[config.mk]
export PLATFORM = sky130hd
export DESIGN_NAME = srs_sequencer
export DESIGN_NICKNAME = d
export VERILOG_FILES = /design/src/pkg/srs_pkg.sv /design/src/design/srs_sequencer.sv /design/src/design/srs_subrst.sv
export SDC_FILE = /design/constraint.sdc
export NUM_CORES = 1
export LEC_CHECK = 0
export BUFFER_PORTS_ARGS = -buffer_cell sky130_fd_sc_hd__buf_4
export CAP_MARGIN = 20
export CORE_UTILIZATION = 56
export CTS_CLUSTER_SIZE = 40
export DETAILED_ROUTE_END_ITERATION = 12
export GPL_ROUTABILITY_DRIVEN = 1
export HOLD_SLACK_MARGIN = 0.08
export PLACE_DENSITY_LB_ADDON = 0.08
export REMOVE_ABC_BUFFERS = 1
export SYNTH_ARGS = -nofsm -noshare
export SYNTH_HDL_FRONTEND = slang
export SYNTH_SLANG_ARGS = --single-unit
[constraint.sdc]
create_clock -name sys_clk_i -period 5.2 [get_ports sys_clk_i]
set_input_delay 1.04 -clock sys_clk_i [delete_from_list [all_inputs] [get_ports sys_clk_i]]
set_output_delay 1.04 -clock sys_clk_i [all_outputs]
set_load 0.02 [all_outputs]
[src/pkg/srs_pkg.sv]
// Notes on behaviour
// - Eight active-low reset bits in one register, one per digital sub-block.
// - Bit three resets modulator, bit synchronizer and pseudo-random generator together.
// - Each reset bit returns to one by itself once its reset starts.
// - A sub-block reset only completes while that sub-block's clock runs.
// - With chip-select start enabled, each chip-select falling edge starts a sequence.
// - Otherwise data pin falling edges start it, only in split data mode.
// - Three-bit code sets PLL-lock to receiver power-up delay; code seven none.
// - Four-bit code sets carrier-sense wait in filter clock periods.
// - Sequencing register resets to start enabled, delay code zero, wait code ten.
// - Frequency word A high byte register at offset four, default 131.
// - Automatic sequencing only when power-down mode field equals three.
// - Automatic sequencing only in receive direction; never for transmit.
// - Writing a rising edge to sequence power-down forces power down.
// - Calibration at sequence end: never, always, every 16th or 256th.
package srs_pkg;

  localparam int unsigned ADDR_W = 9;
  localparam int unsigned DATA_W = 32;
  localparam int unsigned IDX_W = 7;
  localparam int unsigned NUM_SUB = 8;
  localparam int unsigned WAIT_W = 9;

  // ---------------------------------------------------------------
  // Register indices, byte address is four times the index
  // ---------------------------------------------------------------
  localparam logic [IDX_W-1:0] IDX_MAIN = 7'h00;
  localparam logic [IDX_W-1:0] IDX_IFACE = 7'h01;
  localparam logic [IDX_W-1:0] IDX_RESET = 7'h02;
  localparam logic [IDX_W-1:0] IDX_SEQ = 7'h03;
  localparam logic [IDX_W-1:0] IDX_FREQ2A = 7'h04;
  localparam logic [IDX_W-1:0] IDX_RST_DONE = 7'h41;
  localparam logic [IDX_W-1:0] IDX_STATE = 7'h42;
  localparam logic [IDX_W-1:0] IDX_SEQ_CNT = 7'h43;

  // ---------------------------------------------------------------
  // Reset values and field positions
  // ---------------------------------------------------------------
  localparam logic [7:0] MAIN_RST = 8'h00;
  localparam logic [7:0] IFACE_RST = 8'h00;
  localparam logic [7:0] RESET_CTRL_RST = 8'h00;
  localparam logic [7:0] SEQ_CFG_RST = 8'h8a;
  localparam logic [7:0] FREQ2A_RST = 8'h83;

  localparam int unsigned MAIN_DIR_BIT = 7;
  localparam int unsigned MAIN_PDM_LSB = 4;
  localparam int unsigned MAIN_CAL_LSB = 2;
  localparam int unsigned MAIN_SPD_BIT = 1;
  localparam int unsigned IFACE_SPLIT_BIT = 6;
  localparam int unsigned CHIPSEL_START_ENABLE_BIT = 7;
  localparam int unsigned SEQ_RXW_LSB = 4;
  localparam int unsigned SEQ_CSW_LSB = 0;
  localparam int unsigned SUB_SEQ_IDX = 1;
  localparam int unsigned SUB_MODEM_IDX = 3;

  localparam logic [1:0] PDM_SEQUENCED = 2'h3;
  localparam logic [1:0] CAL_NEVER = 2'h0;
  localparam logic [1:0] CAL_ALWAYS = 2'h1;
  localparam logic [1:0] CAL_EVERY16 = 2'h2;
  localparam logic [1:0] CAL_EVERY256 = 2'h3;

  // ---------------------------------------------------------------
  // Timing counts
  // ---------------------------------------------------------------
  localparam int unsigned SUBRST_CYCLES = 4;

  localparam logic [WAIT_W-1:0] RX_WAIT_TAB [0:7] = '{
    9'h020, 9'h02c, 9'h040, 9'h058, 9'h080, 9'h0b0, 9'h100, 9'h000};

  localparam logic [WAIT_W-1:0] CS_WAIT_TAB [0:15] = '{
    9'h014, 9'h016, 9'h018, 9'h01a, 9'h01c, 9'h01e, 9'h020, 9'h024,
    9'h028, 9'h02c, 9'h034, 9'h034, 9'h038, 9'h03c, 9'h040, 9'h048};

  typedef enum logic [2:0] {
    SRS_PDOWN, SRS_SYNTH_UP, SRS_RX_DELAY, SRS_RX_ON, SRS_RX_ACTIVE, SRS_CAL
  } srs_state_t;

endpackage

[src/design/srs_sequencer.sv]
`timescale 1ns/1ps
`default_nettype none
module srs_sequencer
  import srs_pkg::*;
(
  input wire logic sys_clk_i,
  input wire logic rst_i,
  input wire logic [srs_pkg::ADDR_W-1:0] avs_address_i,
  input wire logic avs_read_i,
  input wire logic avs_write_i,
  input wire logic [srs_pkg::DATA_W-1:0] avs_writedata_i,
  input wire logic [3:0] avs_byteenable_i,
  output logic [srs_pkg::DATA_W-1:0] avs_readdata_o,
  output logic avs_waitrequest_o,
  input wire logic psel_i,
  input wire logic data_io_pin_i,
  input wire logic adc_clk_i,
  input wire logic filter_clk_i,
  input wire logic [srs_pkg::NUM_SUB-1:0] subblock_clk_run_i,
  input wire logic pll_lock_i,
  input wire logic carrier_sense_i,
  input wire logic pll_cal_done_i,
  output logic [srs_pkg::NUM_SUB-1:0] subblock_rst_n_o,
  output logic synth_pu_o,
  output logic rx_pu_o,
  output logic pll_cal_o,
  output logic powered_down_o,
  output logic [7:0] freq_word_set_a_o
);

  import srs_pkg::*;

  // ---------------------------------------------------------------
  // Declarations
  // ---------------------------------------------------------------
  logic wait_r;
  logic [DATA_W-1:0] rdata_r;
  logic [7:0] main_r;
  logic [7:0] iface_r;
  logic [7:0] reset_ctrl_r;
  logic [7:0] seq_cfg_r;
  logic [7:0] freq2a_r;
  logic [NUM_SUB-1:0] rst_done_w;
  logic psel_q_r;
  logic dio_q_r;
  logic adc_q_r;
  logic flt_q_r;
  srs_state_t state_r;
  srs_state_t state_nxt;
  logic [WAIT_W-1:0] wait_cnt_r;
  logic [WAIT_W-1:0] wait_cnt_nxt;
  logic [7:0] seq_cnt_r;
  logic [7:0] seq_cnt_nxt;
  logic synth_pu_r;
  logic rx_pu_r;
  logic pll_cal_r;
  logic pdown_r;

  // ---------------------------------------------------------------
  // Avalon-MM slave decode
  // ---------------------------------------------------------------
  // One wait state: the request is decoded while waitrequest is high,
  // and taken on the edge where it is low
  wire req_w = avs_read_i | avs_write_i;
  wire wait_nxt = ~(req_w & wait_r);
  wire commit_w = avs_write_i & ~wait_r & avs_byteenable_i[0];
  wire [IDX_W-1:0] idx_w = avs_address_i[ADDR_W-1:2];
  wire [7:0] wdata_w = avs_writedata_i[7:0];
  wire wr_main_w = commit_w & (idx_w == IDX_MAIN);
  wire wr_iface_w = commit_w & (idx_w == IDX_IFACE);
  wire wr_reset_w = commit_w & (idx_w == IDX_RESET);
  wire wr_seq_w = commit_w & (idx_w == IDX_SEQ);
  wire wr_freq_w = commit_w & (idx_w == IDX_FREQ2A);

  wire [7:0] rd_byte_w =
    (idx_w == IDX_MAIN) ? main_r :
    (idx_w == IDX_IFACE) ? iface_r :
    (idx_w == IDX_RESET) ? reset_ctrl_r :
    (idx_w == IDX_SEQ) ? seq_cfg_r :
    (idx_w == IDX_FREQ2A) ? freq2a_r :
    (idx_w == IDX_RST_DONE) ? rst_done_w :
    (idx_w == IDX_STATE) ? {5'h00, state_r} :
    (idx_w == IDX_SEQ_CNT) ? seq_cnt_r : 8'h00;

  wire [DATA_W-1:0] rd_word_w = {24'h000000, rd_byte_w};

  always_ff @(posedge sys_clk_i or posedge rst_i) begin
    if (rst_i) begin
      wait_r <= 1'b1;
      rdata_r <= '0;
    end else begin
      wait_r <= wait_nxt;
      rdata_r <= (avs_read_i & wait_r) ? rd_word_w : rdata_r;
    end
  end

  assign avs_waitrequest_o = wait_r;
  assign avs_readdata_o = rdata_r;

  // ---------------------------------------------------------------
  // Configuration registers
  // ---------------------------------------------------------------
  wire dir_rx_w = ~main_r[MAIN_DIR_BIT];
  wire [1:0] pdm_w = main_r[MAIN_PDM_LSB +: 2];
  wire [1:0] cal_pol_w = main_r[MAIN_CAL_LSB +: 2];
  wire split_dio_w = iface_r[IFACE_SPLIT_BIT];
  wire cs_start_en_w = seq_cfg_r[CHIPSEL_START_ENABLE_BIT];
  wire [2:0] rx_wait_code_w = seq_cfg_r[SEQ_RXW_LSB +: 3];
  wire [3:0] cs_wait_code_w = seq_cfg_r[SEQ_CSW_LSB +: 4];
  wire pd_rise_w = wr_main_w & wdata_w[MAIN_SPD_BIT] & ~main_r[MAIN_SPD_BIT];

  always_ff @(posedge sys_clk_i or posedge rst_i) begin
    if (rst_i) begin
      main_r <= MAIN_RST;
      iface_r <= IFACE_RST;
      seq_cfg_r <= SEQ_CFG_RST;
      freq2a_r <= FREQ2A_RST;
    end else begin
      main_r <= wr_main_w ? wdata_w : main_r;
      iface_r <= wr_iface_w ? wdata_w : iface_r;
      seq_cfg_r <= wr_seq_w ? wdata_w : seq_cfg_r;
      freq2a_r <= wr_freq_w ? wdata_w : freq2a_r;
    end
  end

  assign freq_word_set_a_o = freq2a_r;

  // ---------------------------------------------------------------
  // Sub-block resets
  // ---------------------------------------------------------------
  // A zero written starts that reset; the register refills with ones
  // on the next edge, so each start is a single-cycle pulse
  wire [NUM_SUB-1:0] rst_start_w = ~reset_ctrl_r;

  always_ff @(posedge sys_clk_i or posedge rst_i) begin
    if (rst_i) begin
      reset_ctrl_r <= RESET_CTRL_RST;
    end else begin
      reset_ctrl_r <= wr_reset_w ? wdata_w : 8'hff;
    end
  end

  // Bit three drives one line shared by modulator, bit sync and PRBS
  for (genvar g = 0; g < NUM_SUB; g++) begin : g_sub
    srs_subrst #(
      .HOLD_CYCLES(SUBRST_CYCLES)
    ) u_subrst (
      .sys_clk_i(sys_clk_i),
      .rst_i(rst_i),
      .start_i(rst_start_w[g]),
      .clk_run_i(subblock_clk_run_i[g]),
      .rst_n_o(subblock_rst_n_o[g]),
      .done_o(rst_done_w[g])
    );
  end

  // ---------------------------------------------------------------
  // Trigger and clock edge detection
  // ---------------------------------------------------------------
  // The analog-side clocks are sampled, so they must run below half
  // the system clock rate
  always_ff @(posedge sys_clk_i or posedge rst_i) begin
    if (rst_i) begin
      psel_q_r <= 1'b1;
      dio_q_r <= 1'b1;
      adc_q_r <= 1'b0;
      flt_q_r <= 1'b0;
    end else begin
      psel_q_r <= psel_i;
      dio_q_r <= data_io_pin_i;
      adc_q_r <= adc_clk_i;
      flt_q_r <= filter_clk_i;
    end
  end

  wire psel_fall_w = psel_q_r & ~psel_i;
  wire dio_fall_w = dio_q_r & ~data_io_pin_i;
  wire adc_edge_w = adc_clk_i & ~adc_q_r;
  wire flt_edge_w = filter_clk_i & ~flt_q_r;
  wire seq_en_w = (pdm_w == PDM_SEQUENCED) & dir_rx_w;
  wire trig_w = seq_en_w & (cs_start_en_w ? psel_fall_w :
                            (split_dio_w & dio_fall_w));

  // ---------------------------------------------------------------
  // Power-up sequence
  // ---------------------------------------------------------------
  wire [WAIT_W-1:0] rx_target_w = RX_WAIT_TAB[rx_wait_code_w];
  wire [WAIT_W-1:0] cs_target_w = CS_WAIT_TAB[cs_wait_code_w];
  wire [WAIT_W-1:0] cnt_inc_w = wait_cnt_r + 1'b1;
  wire rx_wait_end_w = (rx_target_w == '0) | (adc_edge_w & (cnt_inc_w >= rx_target_w));
  wire cs_wait_end_w = flt_edge_w & (cnt_inc_w >= cs_target_w);
  wire cal_due_w = (cal_pol_w == CAL_ALWAYS) |
                   ((cal_pol_w == CAL_EVERY16) & (seq_cnt_r[3:0] == 4'hf)) |
                   ((cal_pol_w == CAL_EVERY256) & (seq_cnt_r == 8'hff));
  wire seq_held_w = ~subblock_rst_n_o[SUB_SEQ_IDX];

  always_comb begin
    state_nxt = state_r;
    wait_cnt_nxt = wait_cnt_r;
    seq_cnt_nxt = seq_cnt_r;
    unique case (state_r)
      SRS_PDOWN: begin
        wait_cnt_nxt = '0;
        if (trig_w) begin
          state_nxt = SRS_SYNTH_UP;
        end
      end
      SRS_SYNTH_UP: begin
        if (pll_lock_i) begin
          state_nxt = SRS_RX_DELAY;
        end
      end
      SRS_RX_DELAY: begin
        if (rx_wait_end_w) begin
          state_nxt = SRS_RX_ON;
          wait_cnt_nxt = '0;
        end else if (adc_edge_w) begin
          wait_cnt_nxt = cnt_inc_w;
        end
      end
      SRS_RX_ON: begin
        if (carrier_sense_i) begin
          state_nxt = SRS_RX_ACTIVE;
        end else if (cs_wait_end_w) begin
          state_nxt = cal_due_w ? SRS_CAL : SRS_PDOWN;
          seq_cnt_nxt = seq_cnt_r + 1'b1;
        end else if (flt_edge_w) begin
          wait_cnt_nxt = cnt_inc_w;
        end
      end
      SRS_RX_ACTIVE: begin
        state_nxt = SRS_RX_ACTIVE;
      end
      SRS_CAL: begin
        if (pll_cal_done_i) begin
          state_nxt = SRS_PDOWN;
        end
      end
      default: begin
        state_nxt = SRS_PDOWN;
      end
    endcase
    if (pd_rise_w || seq_held_w) begin
      state_nxt = SRS_PDOWN;
    end
  end

  wire synth_nxt_w = (state_nxt != SRS_PDOWN);
  wire rx_nxt_w = (state_nxt == SRS_RX_ON) | (state_nxt == SRS_RX_ACTIVE);

  always_ff @(posedge sys_clk_i or posedge rst_i) begin
    if (rst_i) begin
      state_r <= SRS_PDOWN;
      wait_cnt_r <= '0;
      seq_cnt_r <= 8'h00;
      synth_pu_r <= 1'b0;
      rx_pu_r <= 1'b0;
      pll_cal_r <= 1'b0;
      pdown_r <= 1'b1;
    end else begin
      state_r <= state_nxt;
      wait_cnt_r <= wait_cnt_nxt;
      seq_cnt_r <= seq_cnt_nxt;
      synth_pu_r <= synth_nxt_w;
      rx_pu_r <= rx_nxt_w;
      pll_cal_r <= (state_nxt == SRS_CAL);
      pdown_r <= ~synth_nxt_w;
    end
  end

  assign synth_pu_o = synth_pu_r;
  assign rx_pu_o = rx_pu_r;
  assign pll_cal_o = pll_cal_r;
  assign powered_down_o = pdown_r;
endmodule
`default_nettype wire

[src/design/srs_subrst.sv]
`timescale 1ns/1ps
`default_nettype none
module srs_subrst #(
  parameter int unsigned HOLD_CYCLES = 4
) (
  input wire logic sys_clk_i,
  input wire logic rst_i,
  input wire logic start_i,
  input wire logic clk_run_i,
  output logic rst_n_o,
  output logic done_o
);

  localparam int unsigned CNT_W = $clog2(HOLD_CYCLES + 1);

  logic pending_r;
  logic pending_nxt;
  logic [CNT_W-1:0] cnt_r;
  logic [CNT_W-1:0] cnt_nxt;
  logic last_w;

  // Counting only advances on cycles where the sub-block clock runs
  assign last_w = (cnt_r == CNT_W'(HOLD_CYCLES - 1));
  assign pending_nxt = start_i | (pending_r & ~(clk_run_i & last_w));
  assign cnt_nxt = start_i ? '0 :
                   (pending_r & clk_run_i) ? cnt_r + 1'b1 : cnt_r;

  always_ff @(posedge sys_clk_i or posedge rst_i) begin
    if (rst_i) begin
      pending_r <= 1'b1;
      cnt_r <= '0;
      rst_n_o <= 1'b0;
    end else begin
      pending_r <= pending_nxt;
      cnt_r <= cnt_nxt;
      rst_n_o <= ~pending_nxt;
    end
  end

  assign done_o = ~pending_r;
endmodule
`default_nettype wire

==> results of run 1 <==
[state kept, by name, indices dropped and copies added (netlist names), 3 cells and up]
| register | cells |
|---|---|
| g_sub.u_subrst.cnt_r | 24 |
| wait_cnt_r | 9 |
| avs_readdata_o | 8 |
| freq_word_set_a_o | 8 |
| g_sub.u_subrst.pending_r | 8 |
| g_sub.u_subrst.rst_n_o | 8 |
| iface_r | 8 |
| main_r | 8 |
| reset_ctrl_r | 8 |
| seq_cfg_r | 8 |
| seq_cnt_r | 8 |
| state_r | 3 |
[area by class of cell]
cell class	count	area share (%)
clock buffers	23	6.54
repair buffers	66	6.91
clock inverters	9	1.36
multi-input cells	454	41.7
flip-flops and latches	117	39.5
well taps	140	2.35
inverters	31	1.59
[placed cells by master, fill, tap and decap left out, types with 9 or more instances in the layout]
cell type	instances
a21boi_0	10
a21oi_1	22
a221oi_1	9
and2_1	20
buf_4	65
clkbuf_16	17
conb_1	24
dfrtp_1	99
dfstp_2	18
ha_1	33
inv_1	30
mux2_2	33
mux2i_1	10
nand2_1	85
nand3_1	17
nor2_1	30
o21ai_0	18
or3_1	11
xnor2_1	18
[metrics by stage]
stage / worst slack, ns / area, µm² / utilization, % / power, mW / hold slack [ns]
6_report: 1.83 / 7460 / 68.0 / 2.93 / 0.488
5_1_grt: 1.57 / 7460 / 68.0 / 3.09 / 0.483
4_1_cts: 1.86 / 7440 / 67.7 / 2.96 / 0.494
3_5_place_dp: 1.90 / 6850 / 62.3 / 1.80 / 0.482
3_3_place_gp: 1.87 / 6850 / 62.3 / 1.74 / 0.478
2_1_floorplan: 1.09 / 6180 / - / 1.58 / 0.426
[kinds of logic (layout without fill, tap and decap cells)]
| kind of cell | after synthesis | after routing |
|---|---|---|
| buf+inv | 79 | 129 |
| fa+ha+maj | 34 | 34 |
| other cells | 1 | 24 |
| simple gates | 204 | 204 |
| xor+xnor | 23 | 23 |
| flops | 117 | 117 |
| compound gates | 126 | 126 |
| mux | 43 | 43 |
[worst max-delay path by stage]
| stage | startpoint | end | depth (start not counted) |
|---|---|---|---|
| 2_1_floorplan | rst_i | adc_q_r | 1 |
| 3_3_place_gp | avs_address_i[7] | main_r[1] | 7 |
| 3_5_place_dp | wait_cnt_r[0] | wait_cnt_r[7] | 12 |
| 4_1_cts | wait_cnt_r[0] | wait_cnt_r[7] | 12 |
| 5_1_grt | wait_cnt_r[0] | wait_cnt_r[7] | 12 |
| 6_report | wait_cnt_r[0] | wait_cnt_r[7] | 12 |
[power groups by stage]
stage,clock [mW],sequential (mW),combinational [mW]
5_1_grt,1.21,1.23,0.656
3_3_place_gp,0,1.21,0.529
2_1_floorplan,0,1.24,0.339
3_5_place_dp,0,1.22,0.574
6_report,1.15,1.21,0.571
4_1_cts,1.17,1.21,0.579
[routing by layer]
layer	vias up	GRT usage, %	routed length (µm)
li1	2299	-	-
met1	2334	33.5	6230
met2	141	40.4	6570
met3	28	6.75	761
met4	0	11.5	337
met5	-	0	0
[worst register-to-register path: stages (launching register included)]
cell	delay, ns
dfrtp_1	0.55
ha_1	0.29
inv_1	0.08
or2_2	0.35
nor2_1	0.14
xor2_1	0.13
ha_1	0.22
a311oi_1	0.30
o31ai_1	0.16
o21ai_1	0.16
o211ai_1	0.23
or3_1	0.48
o221ai_1	0.20
==> flow_summary.toml, run 1 <==
[clock_network]
ctsHoldBuffers = 0
clk_latency_ns = 0.42
post-cts-setup-buffers = 0
cts_max_path_buffers = 2
numCtsBuffers = 17
cts_tree = "done"
htreeDepth = 4
clkSlewWorstSetupHoldPaths_ns = 0.05
root_buffer = "clkbuf_16"
cts.sinks = 117
cts.repair.resized = 0

[synthesis]
yosysTopAreaCellShare_pct = 38.7
synth_area_leaders = "dfrtp_1 39%, dfstp_2 7.4%, ha_1 6.4%"
synth_mux_area_share_pct = 7.37
yosys.area.top_type = "dfrtp_1"
ys_seq_area_share_pct = 46.1
syn_area_mm2 = 0.00640
synthesis.instances = 627
post-synth-top-count-cell = "dfrtp_1"
synth-edff-count = 0
synth_flop_cell = "dfrtp_1"
yosys.area_share.simple_pct = 15.6
synth_common_cells = "99 x dfrtp_1, 85 x nand2_1, 33 x ha_1, 33 x mux2_2, 32 x buf_4"
synthArstFlopShare_pct = 100
ys_ff_latch = 117
yosysWarnings = 0
synth_xor_area_share_pct = 3.36
synth-compound-area-share_pct = 14.3
ys_types = 68
synth_top_family_by_area = "simple AND/OR/NAND/NOR gates"
syn_area_per_cell_um2 = 10.2
synthAdderAreaFrac_pct = 6.62

[setup_path]
critPathSlowestCell = "dfrtp_1"
r2r-start = "wait_cnt_r[0]"
crit_chain = "ha_1 -> inv_1 -> or2_2 -> nor2_1 -> xor2_1 -> ha_1 -> a311oi_1 -> o31ai_1 -> o21ai_1 -> o211ai_1 -> or3_1 -> o221ai_1"
cp_common_cell = "ha_1"
timing.reg2reg.setup_slack_ns = 1.83
worstPathMaxFanout = 9
worstReg2RegEnd = "wait_cnt_r[7]"
critical_path_class = "flip-flop to flip-flop"
cp_slowest_stage_delay_ns = 0.55
cp_num_buf_inv = 1
arrival_ns = 3.70
end_kind = "flip-flop"
crit_family = "compound AO/OA/AOI/OAI gates"
r2r_cells = 12
critPathRequiredTime_ns = 5.53
cp-start-kind = "flip-flop"

[place]
numPortBuffers = 63
dp.cells = 807
dpl.hpwl_um = 10000
gp_congestion = 0.885

[cells_and_area]
nets = 784
antenna_cells = 0
seq_area_mm2 = 0.00295
area_growth_syn_to_layout_pct = 16.6
multi_input_area_mm2 = 0.00312
finalNonFillerCells = 840
drive_gt1_share_pct = 23.0
fillers = 848

[detailed_routing]
wl_per_cell_um = 16.5
wirelength_um = 13900
drt_pass1_iterations = 5
viasPerCell = 5.72
drc = 0
drtAntennaViolNets = 0
drt-initial-drc-count = 270
vias = 4802

[grt]
grt_pass1_vias = 4591
grt_max_degree = 81
antenna_found_initial = 0
grt_first_pass_wirelength_um = 22600
grt_util_all_layers_pct = 25.8
overflow = 0

[outcome]
status = "complete, no violations"

[power]
p_clk_share_pct = 39.2
vdd_drop_max_mv = 0.305
p_comb_share_pct = 19.5
p_int_mw = 2.11
switchingPower_mw = 0.821
p_seq_share_pct = 41.3
p_sw_share_pct = 28.0
power.density_mw_per_mm2 = 393
total_leakage_power_nw = 3.49

[hold_path]
hp-class = "input port to async pin"

[timing]
setup_tns_ns = 0
maxSlewViolCount = 0
worstMarginPinSlew_ns = 1.10
max_freq_mhz = 296
finalCritPeriodShare_pct = 64.9
finalHoldViolations = 0
period_needed_ns = 3.37
rsz0062_at_grt = "false"
fin_worst_skew_ns = 0.00357
setup_viol = 0
maxSlewHeadroom_pct = 26.4

[floorplan]
ios = 117
dieArea_mm2 = 0.0119
die_y_um = 109
die_width_um = 109
row_count = 38
fp.coreArea_mm2 = 0.0110
initial_core_util_pct = 58.3

[job]
drv_cap = 0
Power figures use the tool's default switching activity.
==> run 2: changes to the inputs <==
- CORE_UTILIZATION: 56 -> 51
- clock period: 5.2 -> 3.1 ns (I/O delays scaled with it)
==> flow_summary.toml, run 2 (synthesized netlist as in run 1, its figures left out) <==
[place]
dpl.hpwl_um = 10100
dpl_cell_area_mm2 = 0.00702
numPortBuffers = 63
dp.cells = 852
gp_congestion = 0.907

[timing]
max_freq_mhz = 342
period_needed_ns = 2.92
rsz0062_at_grt = "false"
setup_viol = 0
fin_worst_skew_ns = 0.00878
maxSlewViolCount = 0
finalHoldViolations = 0
finalCritPeriodShare_pct = 94.2
maxSlewHeadroom_pct = 65.1
hold_ws_ns = 0.100
worstMarginPinSlew_ns = 0.522

[setup_path]
critical_path_class = "flip-flop to flip-flop"
end_kind = "flip-flop"
cp_num_buf_inv = 2
cp_common_cell = "ha_1"
worstPathMaxFanout = 8
cp-start-kind = "flip-flop"
crit_family = "adder cells"
crit_chain = "buf_4 -> ha_1 -> inv_1 -> ha_1 -> a21bo_2 -> a21oi_1 -> maj3_2 -> or3_1 -> a21oi_4 -> nor3_2 -> a211o_1"
critPathRequiredTime_ns = 3.40
critPathSlowestCell = "or3_1"
arrival_ns = 3.22
cp_slowest_stage_delay_ns = 0.46

[clock_network]
cts_tree = "done"
cts_max_path_buffers = 2
ctsHoldBuffers = 0
numCtsBuffers = 17
clkSlewWorstSetupHoldPaths_ns = 0.05
post-cts-setup-buffers = 0
root_buffer = "clkbuf_16"
cts.sinks = 117
htreeDepth = 4
clk_latency_ns = 0.42

[grt]
grt_max_degree = 72
antenna_found_initial = 0
grt_first_pass_wirelength_um = 23000
grt_util_all_layers_pct = 23.2
overflow = 0
grt_pass1_vias = 4601

[cells_and_area]
antenna_cells = 0
layout_commonest_cell = "dfrtp_1"
finalNonFillerCells = 884
largest_reg_flops = 24
regMostFlops = "g_sub.u_subrst.cnt_r"
area_growth_syn_to_layout_pct = 20.2
drive_gt1_share_pct = 25.4
final_cell_mix = "98 x dfrtp_1, 85 x nand2_1, 81 x buf_4, 33 x mux2_2, 33 x ha_1"
final_design_area_no_fill_mm2 = 0.00769
top_regs = "g_sub.u_subrst.cnt_r (24), wait_cnt_r (9)"
nets = 800

[detailed_routing]
wirelength_um = 14000
drt-initial-drc-count = 199
drtAntennaViolNets = 0
wl_per_cell_um = 15.8
vias = 4773
drc = 0
viasPerCell = 5.40
drt_pass1_iterations = 4

[outcome]
status = "complete, no violations"

[job]
drv_cap = 0

[floorplan]
row_count = 40
fp.coreArea_mm2 = 0.0121
initial_core_util_pct = 52.9
dieArea_mm2 = 0.0130
die_width_um = 114
die_y_um = 114
ios = 117

[power]
total_leakage_power_nw = 3.60
fin_total_pwr_mw = 5.07
power.density_mw_per_mm2 = 659
vdd_drop_max_mv = 0.315

[hold_path]
hp-class = "input port to async pin"
==> run 2: stage by stage <==
stage	setup TNS (ns)	util, %	worst slack, ns
5_1_grt	0	63.5	0.0282
2_1_floorplan	-58.51	-	-0.591
6_report	0	63.5	0.179
4_1_cts	0	63.3	0.0967
3_3_place_gp	0	58.0	0.144
3_5_place_dp	0	58.0	0.122
==> run 2: what timing repair did <==
action                                  CTS  global route
gates resized for setup                   0             6
endpoints found under the setup margin    0            14
endpoints found under the hold margin     0             0
==> run 2: layer usage <==
layer  vias up  global-route usage [%]  share of wire [%]
met1      2315                    31.3                 48
met2       108                    36.1                 46
met4         0                    11.2                2.4
met3        26                    4.50                3.8
met5         -                       0                  0
li1       2324                       -                  -
==> run 2: layout make-up <==
class,instances,area (µm²)
clock buffers,24,502
multi-input cells,454,3140
flip-flops and latches,117,2950
well taps,168,210
clock inverters,8,144
repair buffers,82,628
fillers,1039,4420
inverters,31,119
==> run 2: power by group <==
group | internal [mW] | switching (mW) | total (mW)
Combinational | 0.432 | 0.505 | 0.936
Sequential | 1.84 | 0.183 | 2.03
Clock | 1.45 | 0.657 | 2.10
Total | 3.72 | 1.34 | 5.07
==> run 2: worst paths after layout <==
| check | start | endpoint | slack, ns | depth (start not counted) |
|---|---|---|---|---|
| max | wait_cnt_r[0] | wait_cnt_r[6] | 0.18 | 11 |
| min | rst_i | freq_word_set_a_o[2] | 0.10 | 2 |
| max reg2reg | wait_cnt_r[0] | wait_cnt_r[6] | 0.18 | 11 |
| min reg2reg | avs_readdata_o[0] | avs_readdata_o[0] | 0.49 | 2 |
| max in group asynchronous | rst_i | wait_cnt_r[3] | 2.26 | 3 |
| min in group sys_clk_i | adc_clk_i | adc_q_r | 0.32 | 1 |
==> run 3: changes to the inputs <==
- PLACE_DENSITY: not set -> 0.75
- PLACE_DENSITY_LB_ADDON: 0.08 -> not set
- SETUP_SLACK_MARGIN: not set -> 0.3
==> flow_summary.toml, run 3 (synthesized netlist as in run 1, its figures left out) <==
[detailed_routing]
viasPerCell = 5.58
wirelength_um = 15000
vias = 4956
drc = 0
wl_per_cell_um = 16.9
drt_pass1_iterations = 5
drt-initial-drc-count = 284
drtAntennaViolNets = 0

[cells_and_area]
largest_reg_flops = 24
layout_commonest_cell = "dfrtp_1"
antenna_cells = 0
final_util_pct = 64.4
fillers = 953
drive_gt1_share_pct = 30.0
nets = 804
regMostFlops = "g_sub.u_subrst.cnt_r"
final_cell_mix = "97 x dfrtp_1, 84 x nand2_1, 83 x buf_4, 33 x mux2_2, 29 x inv_1"
area_growth_syn_to_layout_pct = 21.8
finalNonFillerCells = 888
final_design_area_no_fill_mm2 = 0.00780
top_regs = "g_sub.u_subrst.cnt_r (24), wait_cnt_r (9)"

[outcome]
status = "complete, no violations"

[power]
vdd_drop_max_mv = 0.439
p_clk_share_pct = 36.9
p_comb_share_pct = 20.3
p_int_mw = 3.30
switchingPower_mw = 1.44
p_sw_share_pct = 30.3
total_leakage_power_nw = 3.59
fin_total_pwr_mw = 4.74
power.density_mw_per_mm2 = 608
p_seq_share_pct = 42.8

[timing]
maxSlewViolCount = 0
max_freq_mhz = 361
rsz0062_at_grt = "true"
period_needed_ns = 2.77
worst_slack_ns = 0.332
setup_tns_ns = 0
finalHoldViolations = 0
finalCritPeriodShare_pct = 89.3
setup_viol = 0
worstMarginPinSlew_ns = 0.564
fin_worst_skew_ns = 0.00760
maxSlewHeadroom_pct = 62.1
hold_ws_ns = 0.232

[setup_path]
r2r-start = "wait_cnt_r[3]"
critPathRequiredTime_ns = 3.40
end_kind = "flip-flop"
timing.reg2reg.setup_slack_ns = 0.33
arrival_ns = 3.07
cp-start-kind = "flip-flop"
critical_path_class = "flip-flop to flip-flop"
worstReg2RegEnd = "wait_cnt_r[3]"
worstPathMaxFanout = 7
r2r_cells = 12

[place]
dpl_cell_area_mm2 = 0.00699
dp.cells = 848
numPortBuffers = 63
dpl.hpwl_um = 10500
pre_cts_slack_ns = 0.0682
gp_congestion = 0.890

[clock_network]
htreeDepth = 4
ctsHoldBuffers = 0
cts_max_path_buffers = 2
root_buffer = "clkbuf_16"
clk_latency_ns = 0.41
cts_tree = "done"
clkSlewWorstSetupHoldPaths_ns = 0.06
numCtsBuffers = 17
cts.sinks = 117

[floorplan]
die_width_um = 114
initial_core_util_pct = 52.9
fp.coreArea_mm2 = 0.0121
ios = 117
dieArea_mm2 = 0.0130
row_count = 40
die_y_um = 114

[grt]
grt_max_degree = 48
grt_first_pass_wirelength_um = 23700
grt_util_all_layers_pct = 23.8
overflow = 0
grt_pass1_vias = 4919
antenna_found_initial = 0

[hold_path]
hp-class = "input port to async pin"

[job]
drv_cap = 0
run 3: cell types whose count changed in the layout (fill, tap and decap cells not counted), sizes merged:
cell / change
clkbuf: -6
buf: +4
bufinv: -4
clkinvlp: +4
inv: +4
clkinv: +2
run 3: what timing repair did:
| action | CTS | global route |
|---|---|---|
| pin swaps | 6 | 15 |
| resized for setup | 11 | 31 |
| endpoints found under the setup margin | 21 | 23 |
| buffers inserted | 5 | 3 |
run 3: worst max-delay path by stage:
stage | startpoint | endpoint | slack (ns) | depth (start not counted)
global placement | wait_cnt_r[2] | wait_cnt_r[2] | 0.21 | 11
floorplan | rst_i | adc_q_r | -0.59 | 1
CTS | wait_cnt_r[0] | wait_cnt_r[3] | 0.30 | 13
detailed placement | wait_cnt_r[2] | wait_cnt_r[2] | 0.07 | 11
finish | wait_cnt_r[3] | wait_cnt_r[3] | 0.33 | 12
global route | wait_cnt_r[2] | wait_cnt_r[5] | 0.20 | 11
run 3: worst max-delay path, stage by stage, from the launching register on:
cell and delay (ns):
dfrtp_2 0.44, nand4_1 0.18, or2_4 0.30, nor2_4 0.12
xor2_2 0.10, ha_1 0.31, and3_1 0.16, o2111ai_2 0.11
o211ai_1 0.43, buf_4 0.20, buf_6 0.10, nor4_2 0.03
a21o_1 0.17
run 3: power by group through the flow:
| stage | clock [mW] | sequential [mW] | combinational (mW) |
|---|---|---|---|
| global placement | 0 | 2.03 | 0.892 |
| finish | 1.75 | 2.03 | 0.963 |
| CTS | 1.77 | 2.03 | 0.978 |
| floorplan | 0 | 2.09 | 0.568 |
| detailed placement | 0 | 2.06 | 0.967 |
| global route | 1.85 | 2.07 | 1.11 |
run 3: layout make-up:
| cell class | instances | area, µm² | area share (%) |
|---|---|---|---|
| Clock buffer | 18 | 429 | 5.50 |
| Clock inverter | 14 | 103 | 1.32 |
| Inverter | 31 | 119 | 1.52 |
| Multi-Input combinational cell | 454 | 3320 | 42.6 |
| Sequential cell | 117 | 2950 | 37.9 |
| Tap cell | 168 | 210 | 2.69 |
| Timing Repair Buffer | 86 | 666 | 8.53 |
run 3: routing by layer:
| layer | track usage, % | part of all wire [%] |
|---|---|---|
| met5 | 0 | 0 |
| met4 | 8.92 | 1.6 |
| met3 | 5.61 | 5.4 |
| met2 | 41.5 | 51 |
| met1 | 28.8 | 42 |
